## src/design/ulpirs_pkg.sv

```systemverilog
// Behaviour
// - Leave reset only when internal power-on reset and reset pin are both high.
// - Internal power-on reset pulse is produced once the core supply is stable.
// - With reference clock running at reset release, bus becomes available promptly.
// - Register defaults are reloaded whenever the core supply comes up or cycles.
// - Reset pin low for at least 1 us resets registers and state machines.
// - Core present, reset low, analog absent gives standby without bus activity.
// - Core present, reset high, analog absent allows register access only.
// - Analog, core and reset all high give full USB operation.
// - Analog present but core absent keeps the bus inactive always.
// - After power-up or reset the default operating state is synchronous mode.
// - Operation starts only with supplies stable, reference clock present, reset high.
// - Reset pin may rise asynchronously and is synchronised inside.
// - From reset release until PLL lock, drive idle data and hold direction high.
// - After lock, check stop is low, then drop direction to hand over bus.
// - While stop stays high after lock, direction stays high.
// - Start-up is measured from reference clock start when it starts late.
// - Loss of cable bus voltage does not stop the bus interface.
// - Low power mode keeps line and cable monitoring enabled.
// - Only rising edges of the reference clock are used, no phase alignment.
package ulpirs_pkg;

  // Clock period of ref_clk in picoseconds.
  localparam int CLK_PERIOD_PS = 5000;

  // Counter width shared by all timing counters.
  localparam int CNT_W = 16;

  // Power-on reset stretch after the core supply settles, in nanoseconds.
  localparam int POR_TIME_NS = 1000;
  localparam int POR_CYC = (POR_TIME_NS * 1000 + CLK_PERIOD_PS - 1) / CLK_PERIOD_PS;
  localparam logic [CNT_W-1:0] POR_CYC_C = CNT_W'(POR_CYC);

  // Shortest reset pin low time that is guaranteed to reset, in nanoseconds.
  localparam int MIN_RESET_NS = 1000;
  localparam int MIN_RESET_CYC = (MIN_RESET_NS * 1000 + CLK_PERIOD_PS - 1) / CLK_PERIOD_PS;
  localparam logic [CNT_W-1:0] MIN_RESET_CYC_C = CNT_W'(MIN_RESET_CYC);

  // Reference clock declared absent after this long without a rising edge.
  localparam int REF_TIMEOUT_NS = 200;
  localparam int REF_TIMEOUT_CYC = (REF_TIMEOUT_NS * 1000) / CLK_PERIOD_PS;
  localparam logic [CNT_W-1:0] REF_TIMEOUT_CYC_C = CNT_W'(REF_TIMEOUT_CYC);

  // Data bus width and the idle pattern driven while the device owns the bus.
  localparam int DATA_W = 8;
  localparam logic [DATA_W-1:0] ULPI_IDLE = 8'h00;

  // Start-up sequencer states.
  typedef enum logic [2:0] {
    ST_OFF       = 3'b000,
    ST_STANDBY   = 3'b001,
    ST_WAIT_CLK  = 3'b010,
    ST_WAIT_LOCK = 3'b011,
    ST_WAIT_STP  = 3'b100,
    ST_RUN       = 3'b101,
    ST_LOW_POWER = 3'b110
  } ulpirs_state_e;

endpackage

```

## src/design/ulpirs_sync.sv

```systemverilog
`timescale 1ns/1ps
`default_nettype none
module ulpirs_sync #(
  parameter int WIDTH = 1
) (
  // Clock and reset.
  input wire logic ref_clk,
  input wire logic rst_b,
  // Asynchronous levels in, synchronised levels out.
  input wire logic [WIDTH-1:0] async_in,
  output logic [WIDTH-1:0] sync_out
);

  logic [WIDTH-1:0] meta_q;

  // Two flops; only the second stage is visible to the rest of the block.
  always_ff @(posedge ref_clk or negedge rst_b)
  begin
    if (!rst_b)
    begin
      meta_q <= '0;
      sync_out <= '0;
    end
    else
    begin
      meta_q <= async_in;
      sync_out <= meta_q;
    end
  end

endmodule // ulpirs_sync
`default_nettype wire

```

## src/design/ulpirs_startup.sv

```systemverilog
`timescale 1ns/1ps
`default_nettype none
module ulpirs_startup #(
  parameter int DATA_W = ulpirs_pkg::DATA_W
) (
  // Clock and asynchronous reset of the sequencer logic.
  input wire logic ref_clk,
  input wire logic rst_b,
  // Supply presence levels.
  input wire logic core_supply_present,
  input wire logic analog_supply_present,
  // Pins driven by the link.
  input wire logic hard_reset_n_pin,
  input wire logic stp,
  // Reference clock pin, observed only for activity.
  input wire logic pll_ref_clock_in,
  // PLL lock indication.
  input wire logic pll_lock,
  // Low power entry request from the register logic.
  input wire logic lp_enter,
  // Bus direction and data driven by the device.
  output logic dir,
  output logic [DATA_W-1:0] data_out,
  output logic data_oe,
  // Reset outputs to the register file and the other state machines.
  output logic regs_default_load,
  output logic sm_reset_n,
  // Operating mode indications.
  output logic standby,
  output logic reg_access_only,
  output logic usb_line_en,
  output logic ulpi_active,
  output logic sync_mode,
  output logic low_power,
  output logic line_monitor_en,
  output logic ref_clk_ok,
  output logic reset_len_ok
);

  ulpirs_pkg::ulpirs_state_e state_q;
  ulpirs_pkg::ulpirs_state_e state_d;
  logic [1:0] pins_s;
  logic pin_hi;
  logic ref_s;
  logic ref_prev_q;
  logic ref_rise;
  logic [ulpirs_pkg::CNT_W-1:0] ref_gap_q;
  logic ref_ok_q;
  logic [ulpirs_pkg::CNT_W-1:0] por_cnt_q;
  logic por_done_q;
  logic por_done_prev_q;
  logic [ulpirs_pkg::CNT_W-1:0] low_cnt_q;
  logic low_long_q;
  logic release_evt;
  logic owns_bus;

  // Saturating increment shared by every timing counter.
  function automatic logic [ulpirs_pkg::CNT_W-1:0] sat_inc(
    input logic [ulpirs_pkg::CNT_W-1:0] value,
    input logic [ulpirs_pkg::CNT_W-1:0] limit
  );
    sat_inc = (value >= limit) ? limit : value + 1'b1;
  endfunction

  // The reset pin and the reference clock pin both arrive without any phase
  // relation to ref_clk, so both pass through the two-flop synchroniser.
  ulpirs_sync #(
    .WIDTH(2)
  ) u_sync (
    .ref_clk(ref_clk),
    .rst_b(rst_b),
    .async_in({hard_reset_n_pin, pll_ref_clock_in}),
    .sync_out(pins_s)
  );

  assign pin_hi = pins_s[1];
  assign ref_s = pins_s[0];

  // Only rising edges count; the falling edge and the duty cycle are ignored,
  // which keeps a noisy or asymmetric reference from confusing the detector.
  assign ref_rise = ref_s & ~ref_prev_q;

  // Edge history of the synchronised reference clock.
  always_ff @(posedge ref_clk or negedge rst_b)
  begin
    if (!rst_b)
    begin
      ref_prev_q <= 1'b0;
    end
    else
    begin
      ref_prev_q <= ref_s;
    end
  end

  // Activity detector: the reference is present while rising edges keep
  // arriving within the timeout. A late-starting reference is therefore seen
  // only when it starts, and start-up is counted from that moment.
  always_ff @(posedge ref_clk or negedge rst_b)
  begin
    if (!rst_b)
    begin
      ref_gap_q <= '0;
      ref_ok_q <= 1'b0;
    end
    else if (ref_rise)
    begin
      ref_gap_q <= '0;
      ref_ok_q <= 1'b1;
    end
    else
    begin
      ref_gap_q <= sat_inc(ref_gap_q, ulpirs_pkg::REF_TIMEOUT_CYC_C);
      if (ref_gap_q >= ulpirs_pkg::REF_TIMEOUT_CYC_C)
      begin
        ref_ok_q <= 1'b0;
      end
    end
  end

  // Power-on reset: the core supply must stay present for the full stretch
  // before the internal reset goes high. A dip restarts the stretch at once.
  always_ff @(posedge ref_clk or negedge rst_b)
  begin
    if (!rst_b)
    begin
      por_cnt_q <= '0;
      por_done_q <= 1'b0;
    end
    else if (!core_supply_present)
    begin
      por_cnt_q <= '0;
      por_done_q <= 1'b0;
    end
    else
    begin
      por_cnt_q <= sat_inc(por_cnt_q, ulpirs_pkg::POR_CYC_C);
      if (por_cnt_q >= ulpirs_pkg::POR_CYC_C)
      begin
        por_done_q <= 1'b1;
      end
    end
  end

  // Previous power-on reset level, used to spot the supply coming up.
  always_ff @(posedge ref_clk or negedge rst_b)
  begin
    if (!rst_b)
    begin
      por_done_prev_q <= 1'b0;
    end
    else
    begin
      por_done_prev_q <= por_done_q;
    end
  end

  // Reset pin low-time meter. Any low resets the block; this only reports
  // whether the last low lasted long enough to be a guaranteed reset.
  always_ff @(posedge ref_clk or negedge rst_b)
  begin
    if (!rst_b)
    begin
      low_cnt_q <= '0;
      low_long_q <= 1'b0;
    end
    else if (!pin_hi)
    begin
      low_cnt_q <= sat_inc(low_cnt_q, ulpirs_pkg::MIN_RESET_CYC_C);
      if (low_cnt_q >= ulpirs_pkg::MIN_RESET_CYC_C - 1'b1)
      begin
        low_long_q <= 1'b1;
      end
      else
      begin
        low_long_q <= 1'b0;
      end
    end
    else
    begin
      low_cnt_q <= '0;
    end
  end

  // Reset release seen by the sequencer: leaving standby for start-up.
  assign release_evt = (state_q == ulpirs_pkg::ST_STANDBY) && (state_d == ulpirs_pkg::ST_WAIT_CLK);

  // Next-state logic. Core supply loss and reset pin low override every
  // other state, so a reset at any time returns all sequencing to its start.
  always_comb
  begin
    state_d = state_q;
    if (!por_done_q)
    begin
      state_d = ulpirs_pkg::ST_OFF;
    end
    else if (!pin_hi)
    begin
      state_d = ulpirs_pkg::ST_STANDBY;
    end
    else
    begin
      unique case (state_q)
        ulpirs_pkg::ST_OFF:
        begin
          state_d = ulpirs_pkg::ST_STANDBY;
        end
        ulpirs_pkg::ST_STANDBY:
        begin
          state_d = ulpirs_pkg::ST_WAIT_CLK;
        end
        ulpirs_pkg::ST_WAIT_CLK:
        begin
          if (ref_ok_q)
          begin
            state_d = ulpirs_pkg::ST_WAIT_LOCK;
          end
        end
        ulpirs_pkg::ST_WAIT_LOCK:
        begin
          if (!ref_ok_q)
          begin
            state_d = ulpirs_pkg::ST_WAIT_CLK;
          end
          else if (pll_lock)
          begin
            state_d = ulpirs_pkg::ST_WAIT_STP;
          end
        end
        ulpirs_pkg::ST_WAIT_STP:
        begin
          if (!pll_lock)
          begin
            state_d = ulpirs_pkg::ST_WAIT_LOCK;
          end
          else if (!stp)
          begin
            state_d = ulpirs_pkg::ST_RUN;
          end
          else
          begin
            state_d = ulpirs_pkg::ST_WAIT_STP;
          end
        end
        ulpirs_pkg::ST_RUN:
        begin
          // Lock loss after handover does not pull the bus back; the
          // session may drop but the interface keeps running.
          if (lp_enter)
          begin
            state_d = ulpirs_pkg::ST_LOW_POWER;
          end
        end
        ulpirs_pkg::ST_LOW_POWER:
        begin
          // Stop wakes the device; the reference may have been stopped, so
          // the full start-up is repeated.
          if (stp)
          begin
            state_d = ulpirs_pkg::ST_WAIT_CLK;
          end
        end
        default:
        begin
          state_d = ulpirs_pkg::ST_OFF;
        end
      endcase
    end
  end

  // State register.
  always_ff @(posedge ref_clk or negedge rst_b)
  begin
    if (!rst_b)
    begin
      state_q <= ulpirs_pkg::ST_OFF;
    end
    else
    begin
      state_q <= state_d;
    end
  end

  // The device owns the bus from reset release until handover, and again in
  // low power, where it keeps driving the idle pattern with direction high.
  assign owns_bus = (state_d == ulpirs_pkg::ST_WAIT_CLK) || (state_d == ulpirs_pkg::ST_WAIT_LOCK) ||
                    (state_d == ulpirs_pkg::ST_WAIT_STP) || (state_d == ulpirs_pkg::ST_LOW_POWER);

  // Bus drivers. Data is released together with direction; the link takes
  // over the idle pattern on the following cycle, so there is no overlap.
  always_ff @(posedge ref_clk or negedge rst_b)
  begin
    if (!rst_b)
    begin
      dir <= 1'b0;
      data_oe <= 1'b0;
      data_out <= DATA_W'(ulpirs_pkg::ULPI_IDLE);
    end
    else
    begin
      dir <= owns_bus;
      data_oe <= owns_bus;
      data_out <= DATA_W'(ulpirs_pkg::ULPI_IDLE);
    end
  end

  // Register defaults reload on supply rise and on every reset release.
  always_ff @(posedge ref_clk or negedge rst_b)
  begin
    if (!rst_b)
    begin
      regs_default_load <= 1'b0;
      sm_reset_n <= 1'b0;
    end
    else
    begin
      regs_default_load <= (por_done_q & ~por_done_prev_q) | release_evt;
      sm_reset_n <= por_done_q & pin_hi;
    end
  end

  // Mode indications follow the supply and reset combination. Cable bus
  // voltage plays no part here, so its loss leaves the interface running.
  always_ff @(posedge ref_clk or negedge rst_b)
  begin
    if (!rst_b)
    begin
      standby <= 1'b0;
      reg_access_only <= 1'b0;
      usb_line_en <= 1'b0;
      ulpi_active <= 1'b0;
      sync_mode <= 1'b0;
      low_power <= 1'b0;
      line_monitor_en <= 1'b0;
    end
    else
    begin
      standby <= state_d == ulpirs_pkg::ST_STANDBY;
      ulpi_active <= state_d == ulpirs_pkg::ST_RUN;
      sync_mode <= state_d == ulpirs_pkg::ST_RUN;
      reg_access_only <= (state_d == ulpirs_pkg::ST_RUN) && !analog_supply_present;
      usb_line_en <= (state_d == ulpirs_pkg::ST_RUN) && analog_supply_present;
      low_power <= state_d == ulpirs_pkg::ST_LOW_POWER;
      line_monitor_en <= state_d == ulpirs_pkg::ST_LOW_POWER;
    end
  end

  // Status of the pin meters, taken straight from their flops.
  assign ref_clk_ok = ref_ok_q;
  assign reset_len_ok = low_long_q;

endmodule // ulpirs_startup
`default_nettype wire

```

## config.mk

```make
export PLATFORM = sky130hd
export DESIGN_NAME = ulpirs_startup
export DESIGN_NICKNAME = d
export VERILOG_FILES = /design/src/design/ulpirs_pkg.sv /design/src/design/ulpirs_sync.sv /design/src/design/ulpirs_startup.sv
export SDC_FILE = /design/constraint.sdc
export NUM_CORES = 1
export LEC_CHECK = 0
export BUFFER_PORTS_ARGS = -buffer_cell sky130_fd_sc_hd__buf_2
export CAP_MARGIN = 20
export CORE_UTILIZATION = 57
export CTS_CLUSTER_SIZE = 30
export DETAILED_ROUTE_END_ITERATION = 16
export PLACE_DENSITY_LB_ADDON = 0.2
export SLEW_MARGIN = 10
export SYNTH_ARGS = -nofsm -noshare
export SYNTH_HDL_FRONTEND = slang
export SYNTH_SLANG_ARGS = --single-unit
```

## constraint.sdc

```tcl
create_clock -name ref_clk -period 1.6 [get_ports ref_clk]
set_input_delay 0.4 -clock ref_clk [delete_from_list [all_inputs] [get_ports ref_clk]]
set_output_delay 0.4 -clock ref_clk [all_outputs]
set_load 0.05 [all_outputs]
```

# Word level (Yosys, flattened, before mapping)
# Cells that the tools add are included.
# Widths: inputs -> output; s select.
[word_totals]
output_inout_bits = 21
wordCells = 75
register_bits = 68
[op_classes]
n_reduce_logical = 9
n_bitwise = 6
n_lt_le_gt_ge = 4
muxes = 21
n_eq_ne = 13
addsub = 3
[ops]
columns = ["operator", "count"]
rows = [
  ["$mux 16", 6],
  ["$add 16x1->16 const B", 3],
  ["$ge 16x8->1 const B", 3],
  ["$mux 3", 8],
  ["$pmux 3 s7", 1],
  ["$eq 3x3->1 const B", 6],
  ["$ge 16x6->1 const B", 1],
  ["$eq 3x2->1 const B", 4],
  ["$eq 3x1->1 const B", 2],
  ["$mux 1", 6],
  ["$and 1x1->1", 3],
  ["$logic_and 1x1->1", 3],
  ["$logic_not 3->1", 1],
  ["$logic_or 1x1->1", 3],
  ["$ne 2x1->1 const B", 1],
  ["$not 1->1", 2],
  ["$reduce_bool 2->1", 1],
  ["$logic_not 1->1", 1],
  ["$or 1x1->1", 1],
]

# Longest topological paths before layout
[logic_depth]
depth_word = 9
ltp_mapped = 5
depth_no_buf = 5

# By module
# Synthesis repeated with hierarchy kept, for this count alone.
[unflattened]
hier_cells = 208
area_unflattened_um2 = 2665.1
[by_module_without_submodules]
columns = ["mod", "area_per_inst_um2", "n_inst", "cells_per_inst"]
rows = [
  ["ulpirs_startup", 2565.0, 1, 204],
  ["ulpirs_sync", 100.1, 1, 4],
]

# Worst setup path after synthesis
# Ideal clock, no wire load.
[synth_timing]
path_kind = "reg-to-reg"
startpoint = "register ref_ok_q (netlist: ref_clk_ok)"
endpoint = "register reg_access_only"
setup_ns = 0.105
path_stages_with_launch = 5
path_buffers = 0
path_slack_ns = -0.022
arrival_time_ns = 1.517
period_less_slack_ns = 1.622
cell_sequence = "dfrtp_1 > inv_1 > a221oi_1 > o41ai_4 > nor4b_1"
[synth_between]
elab_chain_len = 6
word_cells_on_any_way = 7
[synth_rtl]
columns = ["element", "line", "rtl"]
rows = [
  ["start, declared", "ulpirs_startup.sv:48", "logic ref_ok_q;"],
  ["start signal, assigned", "ulpirs_startup.sv:104", "ref_ok_q <= 1'b0;"],
  ["start signal, assigned", "ulpirs_startup.sv:109", "ref_ok_q <= 1'b1;"],
  ["start signal, assigned", "ulpirs_startup.sv:116", "ref_ok_q <= 1'b0;"],
  ["$mux 3 (on tied branches)", "ulpirs_startup.sv:221, ulpirs_startup.sv:214", ""],
  ["$pmux 3 s7 (*)", "ulpirs_startup.sv:203", "unique case (state_q)"],
  ["$mux 3 (*)", "ulpirs_startup.sv:197", "else if (!pin_hi)"],
  ["$mux 3 (*)", "ulpirs_startup.sv:193", "if (!por_done_q)"],
  ["$eq 3x3->1 (*)", "ulpirs_startup.sv:341", "reg_access_only <= (state_d == ulpirs_pkg::ST_RUN) && !analog_supply_present;"],
  ["$logic_and 1x1->1 (*)", "ulpirs_startup.sv:341", ""],
  ["end signal, assigned", "ulpirs_startup.sv:341", ""],
  ["end, declared", "ulpirs_startup.sv:30", "output logic reg_access_only,"],
]
# Mark *: on every way between the ends. The rest lies on a longest branch, timed or not.
# A chain may end at the register's enable or synchronous reset.

# Final worst setup path
[layout_timing]
startpoint = "register state_q[2]"
endpoint = "register line_monitor_en"
[layout_between]
word_cells_on_any_way = 16
[layout_lines]
columns = ["element", "line", "rtl"]
rows = [
  ["start, declared", "ulpirs_startup.sv:40", "ulpirs_pkg::ulpirs_state_e state_q;"],
  ["start signal, assigned", "ulpirs_startup.sv:276", "state_q <= ulpirs_pkg::ST_OFF;"],
  ["start signal, assigned", "ulpirs_startup.sv:280", "state_q <= state_d;"],
  ["$eq 3x3->1 (tied with other cells)", "ulpirs_startup.sv:203", ""],
  ["$pmux 3 s7 (*)", "ulpirs_startup.sv:203", ""],
  ["$mux 3 (*)", "ulpirs_startup.sv:197", ""],
  ["$mux 3 (*)", "ulpirs_startup.sv:193", ""],
  ["named net state_d[0]", "ulpirs_startup.sv:41", "ulpirs_pkg::ulpirs_state_e state_d;"],
  ["$eq 3x3->1 (*)", "ulpirs_startup.sv:344", "line_monitor_en <= state_d == ulpirs_pkg::ST_LOW_POWER;"],
  ["end signal, assigned", "ulpirs_startup.sv:344", ""],
  ["end, declared", "ulpirs_startup.sv:35", "output logic line_monitor_en,"],
]
# The timed path passes the listed nets; every way through them passes the cells marked *.

==> impl_metrics.toml <==
[run_status]
status = "complete, no violations"

[route]
vias = 1589
drcViolationCount = 0
dr.pass1.iters = 4
wl_um = 3830
antenna_left = 0
routed_via_density = 4.89
wl_per_cell_um = 11.8
drt_iter0_markers = 50

[clock_tree]
cts_tree = "built"
clk-insertion-delay-late_ps = 330
root_buffer = "clkbuf_8"
cts.path.max_buffers = 2
htree_levels = 3
cts_buffers = 9
cts.sinks = 68
clk_pin_slew_ps = 70

[global_routing]
antenna_found_initial = 0
overflow = 0
grt_max_degree = 35
grt_first_pass_wirelength_um = 6760
track_usage_pct = 18.5
grt_pass1_vias = 1579

[timing]
finalHoldViolations = 0
fmax_mhz = 660
drv_slew = 0
min_period_ps = 1510
fin_crit_sh_pct = 94.7
final.setup_skew_ps = 4.94
finalSetupViolCount = 0

[setup_path]
worst-r2r-cell-count = 4
critPathLaunchType = "register"
cp.arrival_ps = 1770
worstSetupEndpointType = "register"
cp_max_fo = 9
reg2reg_from = "state_q[2]"
worstPathRequired_ps = 1850
rrSetupSlack_ps = 90
reg2reg_to = "line_monitor_en"
crit_type = "reg -> reg"

[floorplan]
fp.coreArea_um2 = 4410
die_w_um = 70.1
num_io_pins = 30
die_h_um = 70.1
rows = 24
die-area_um2 = 4910
initial_core_util_pct = 59.8

[pwr]
intPower_w = 0.00243
comb_power_share_pct = 7.1
clkPwrFrac_pct = 36.0
p_leak_nw = 1.46
power_density_nw_per_um2 = 1040
seq_power_share_pct = 57.0
switching_share_pct = 23.8
vdd_drop_max_v = 0.000645
switchingPower_w = 0.000760

[synthesis]
synth_area_um2 = 2640
syn_avg_cell_area_um2 = 12.6
ys_seq_area_share_pct = 64.4
syn_inst = 209
ys_types = 41
synth-warning-count = 0
ys_seq_elements = 68

[hold_path]
hold_depth = 1
hold_path_end = "u_sync.meta_q[0]"
hold_class = "in -> reg"
hp-start = "pll_ref_clock_in"

[cells_and_area]
diodes = 0
nFillCells = 328
final_area_um2 = 3080
area_delta_synth_final_pct = 16.6
fin_cells = 325
multiInputGateArea_um2 = 925
layout.nets = 284
ff_latch_area_um2 = 1700
final_util_pct = 69.8
drive_gt1_share_pct = 19.0

[placement]
dp_cells = 307
gp_congestion = 0.838
portBuffers = 21
dp_hpwl_um = 2620
placed_area_um2 = 2890

[run]
drv_cap = 0
## power groups by stage
stage | combinational (W) | sequential, W | clock, W
finish | 0.000226 | 0.00182 | 0.00115
global route | 0.000251 | 0.00183 | 0.00127
CTS | 0.000227 | 0.00182 | 0.00119
detailed placement | 0.000224 | 0.00185 | 0
global placement | 0.000223 | 0.00185 | 0
floorplan | 0.000132 | 0.00187 | 0
## worst max-delay path by stage
stage	from	endpoint	depth (start not counted)
after floorplan	ref_clk_ok	reg_access_only	4
after global placement	pll_lock	reg_access_only	5
after detailed placement	pll_lock	reg_access_only	5
after CTS	state_q[1]	reg_access_only	4
after global routing	state_q[1]	reg_access_only	4
final	state_q[2]	line_monitor_en	4
## cell families (layout without fill, tap and decap cells)
kind of cell / after synthesis / in the layout / share of synthesized area [%]
AO/OA/AOI/OAI: 25 / 25 / 7.68
XOR/XNOR: 16 / 16 / 5.31
adder cells (fa/ha/maj): 6 / 6 / 2.84
buffers and inverters: 25 / 56 / 5.49
flip-flops: 68 / 68 / 64.4
multiplexers: 1 / 1 / 0.379
other: 1 / 34 / 0.142
AND/OR/NAND/NOR: 67 / 67 / 13.7
## per-layer routing
layer	track usage (%)	share of wire [%]
met1	22.9	46
met2	28.6	49
met4	10.7	0.76
met3	6.06	4.0
met5	0	0
## cells in the mapped netlist
master / instances / share of area [%]
a32oi_2: 1 / 0.62
o22ai_1: 1 / 0.24
clkbuf_8: 1 / 0.52
o311ai_0: 2 / 0.66
nor4b_1: 1 / 0.33
ha_1: 6 / 2.8
xor2_1: 9 / 3.0
a21oi_2: 1 / 0.33
conb_1: 1 / 0.14
and3_1: 8 / 1.9
and2b_2: 1 / 0.33
nand2b_1: 4 / 0.95
or2_1: 1 / 0.24
o2bb2ai_1: 2 / 0.66
nor3b_1: 2 / 0.57
nor3_2: 1 / 0.38
inv_1: 11 / 1.6
buf_4: 11 / 3.1
a21oi_1: 5 / 0.95
a22oi_1: 1 / 0.28
clkbuf_1: 1 / 0.14
nand4_1: 3 / 0.71
nor3_1: 2 / 0.38
dfrtp_1: 68 / 64
a21o_1: 1 / 0.28
a21boi_0: 5 / 1.4
nand2_1: 6 / 0.85
o21a_1: 1 / 0.28
nor2b_1: 1 / 0.24
nor4_1: 6 / 1.4
mux2i_1: 1 / 0.38
or2_2: 1 / 0.24
and4_1: 2 / 0.66
nand3_1: 10 / 1.9
nor2_1: 17 / 2.4
a221oi_1: 1 / 0.33
and2_1: 1 / 0.24
xnor2_1: 7 / 2.3
inv_2: 1 / 0.14
o41ai_4: 1 / 1.0
o21ai_0: 3 / 0.57
## flip-flops by register name, indices dropped and copies added (netlist names), 2 cells and up
name and flops:
state_q 3, low_cnt_q 16, u_sync.meta_q 2, ref_gap_q 16
u_sync.sync_out 2, por_cnt_q 16
## layout make-up
| class | instances | area share [%] |
|---|---|---|
| multi-input cells | 149 | 30.0 |
| flip-flops and latches | 68 | 55.3 |
| clock inverters | 3 | 0.488 |
| clock buffers | 12 | 4.71 |
| repair buffers | 29 | 5.85 |
| well taps | 52 | 2.11 |
| inverters | 12 | 1.46 |
## what timing repair did
action                                  in CTS  in global routing
endpoints found under the hold margin       12                  0
hold buffers                                 1                  0
endpoints found under the setup margin       0                  6
setup buffers                                0                  2
resized for setup                            0                  4
## stage by stage
step / hold WS [ps] / TNS (ps) / total power, W / setup slack [ps]
finish: 174 / 0 / 0.00320 / 85.1
global route: 149 / -10.7 / 0.00335 / -8.47
CTS: 157 / 0 / 0.00324 / 11.8
detailed placement: 331 / 0 / 0.00208 / 28.7
global placement: 329 / 0 / 0.00207 / 58.2
floorplan: 104 / 0 / 0.00200 / 117
## critical path, stage by stage (launching register included)
cell and delay [ps]:
dfrtp_1 480, nor3b_2 220, o41ai_4 460, inv_2 100, nor3_2 170
## layout by cell type, fill, tap and decap left out, drive strengths merged, types with 3 or more instances in the layout
master  netlist  layout
xor2          9       9
a21oi         6       6
xnor2         7       7
nand4         3       3
nor2         17      17
clkbuf        2      12
dfrtp        68      68
buf          11      28
nor4          6       6
o21ai         3       3
conb          1      34
nand2b        4       4
and3          8       8
clkinv        0       3
nand3        10      10
inv          12      12
a21boi        5       5
nand2         6       6
nor3          3       3
ha            6       6
Power figures use the tool's default switching activity.
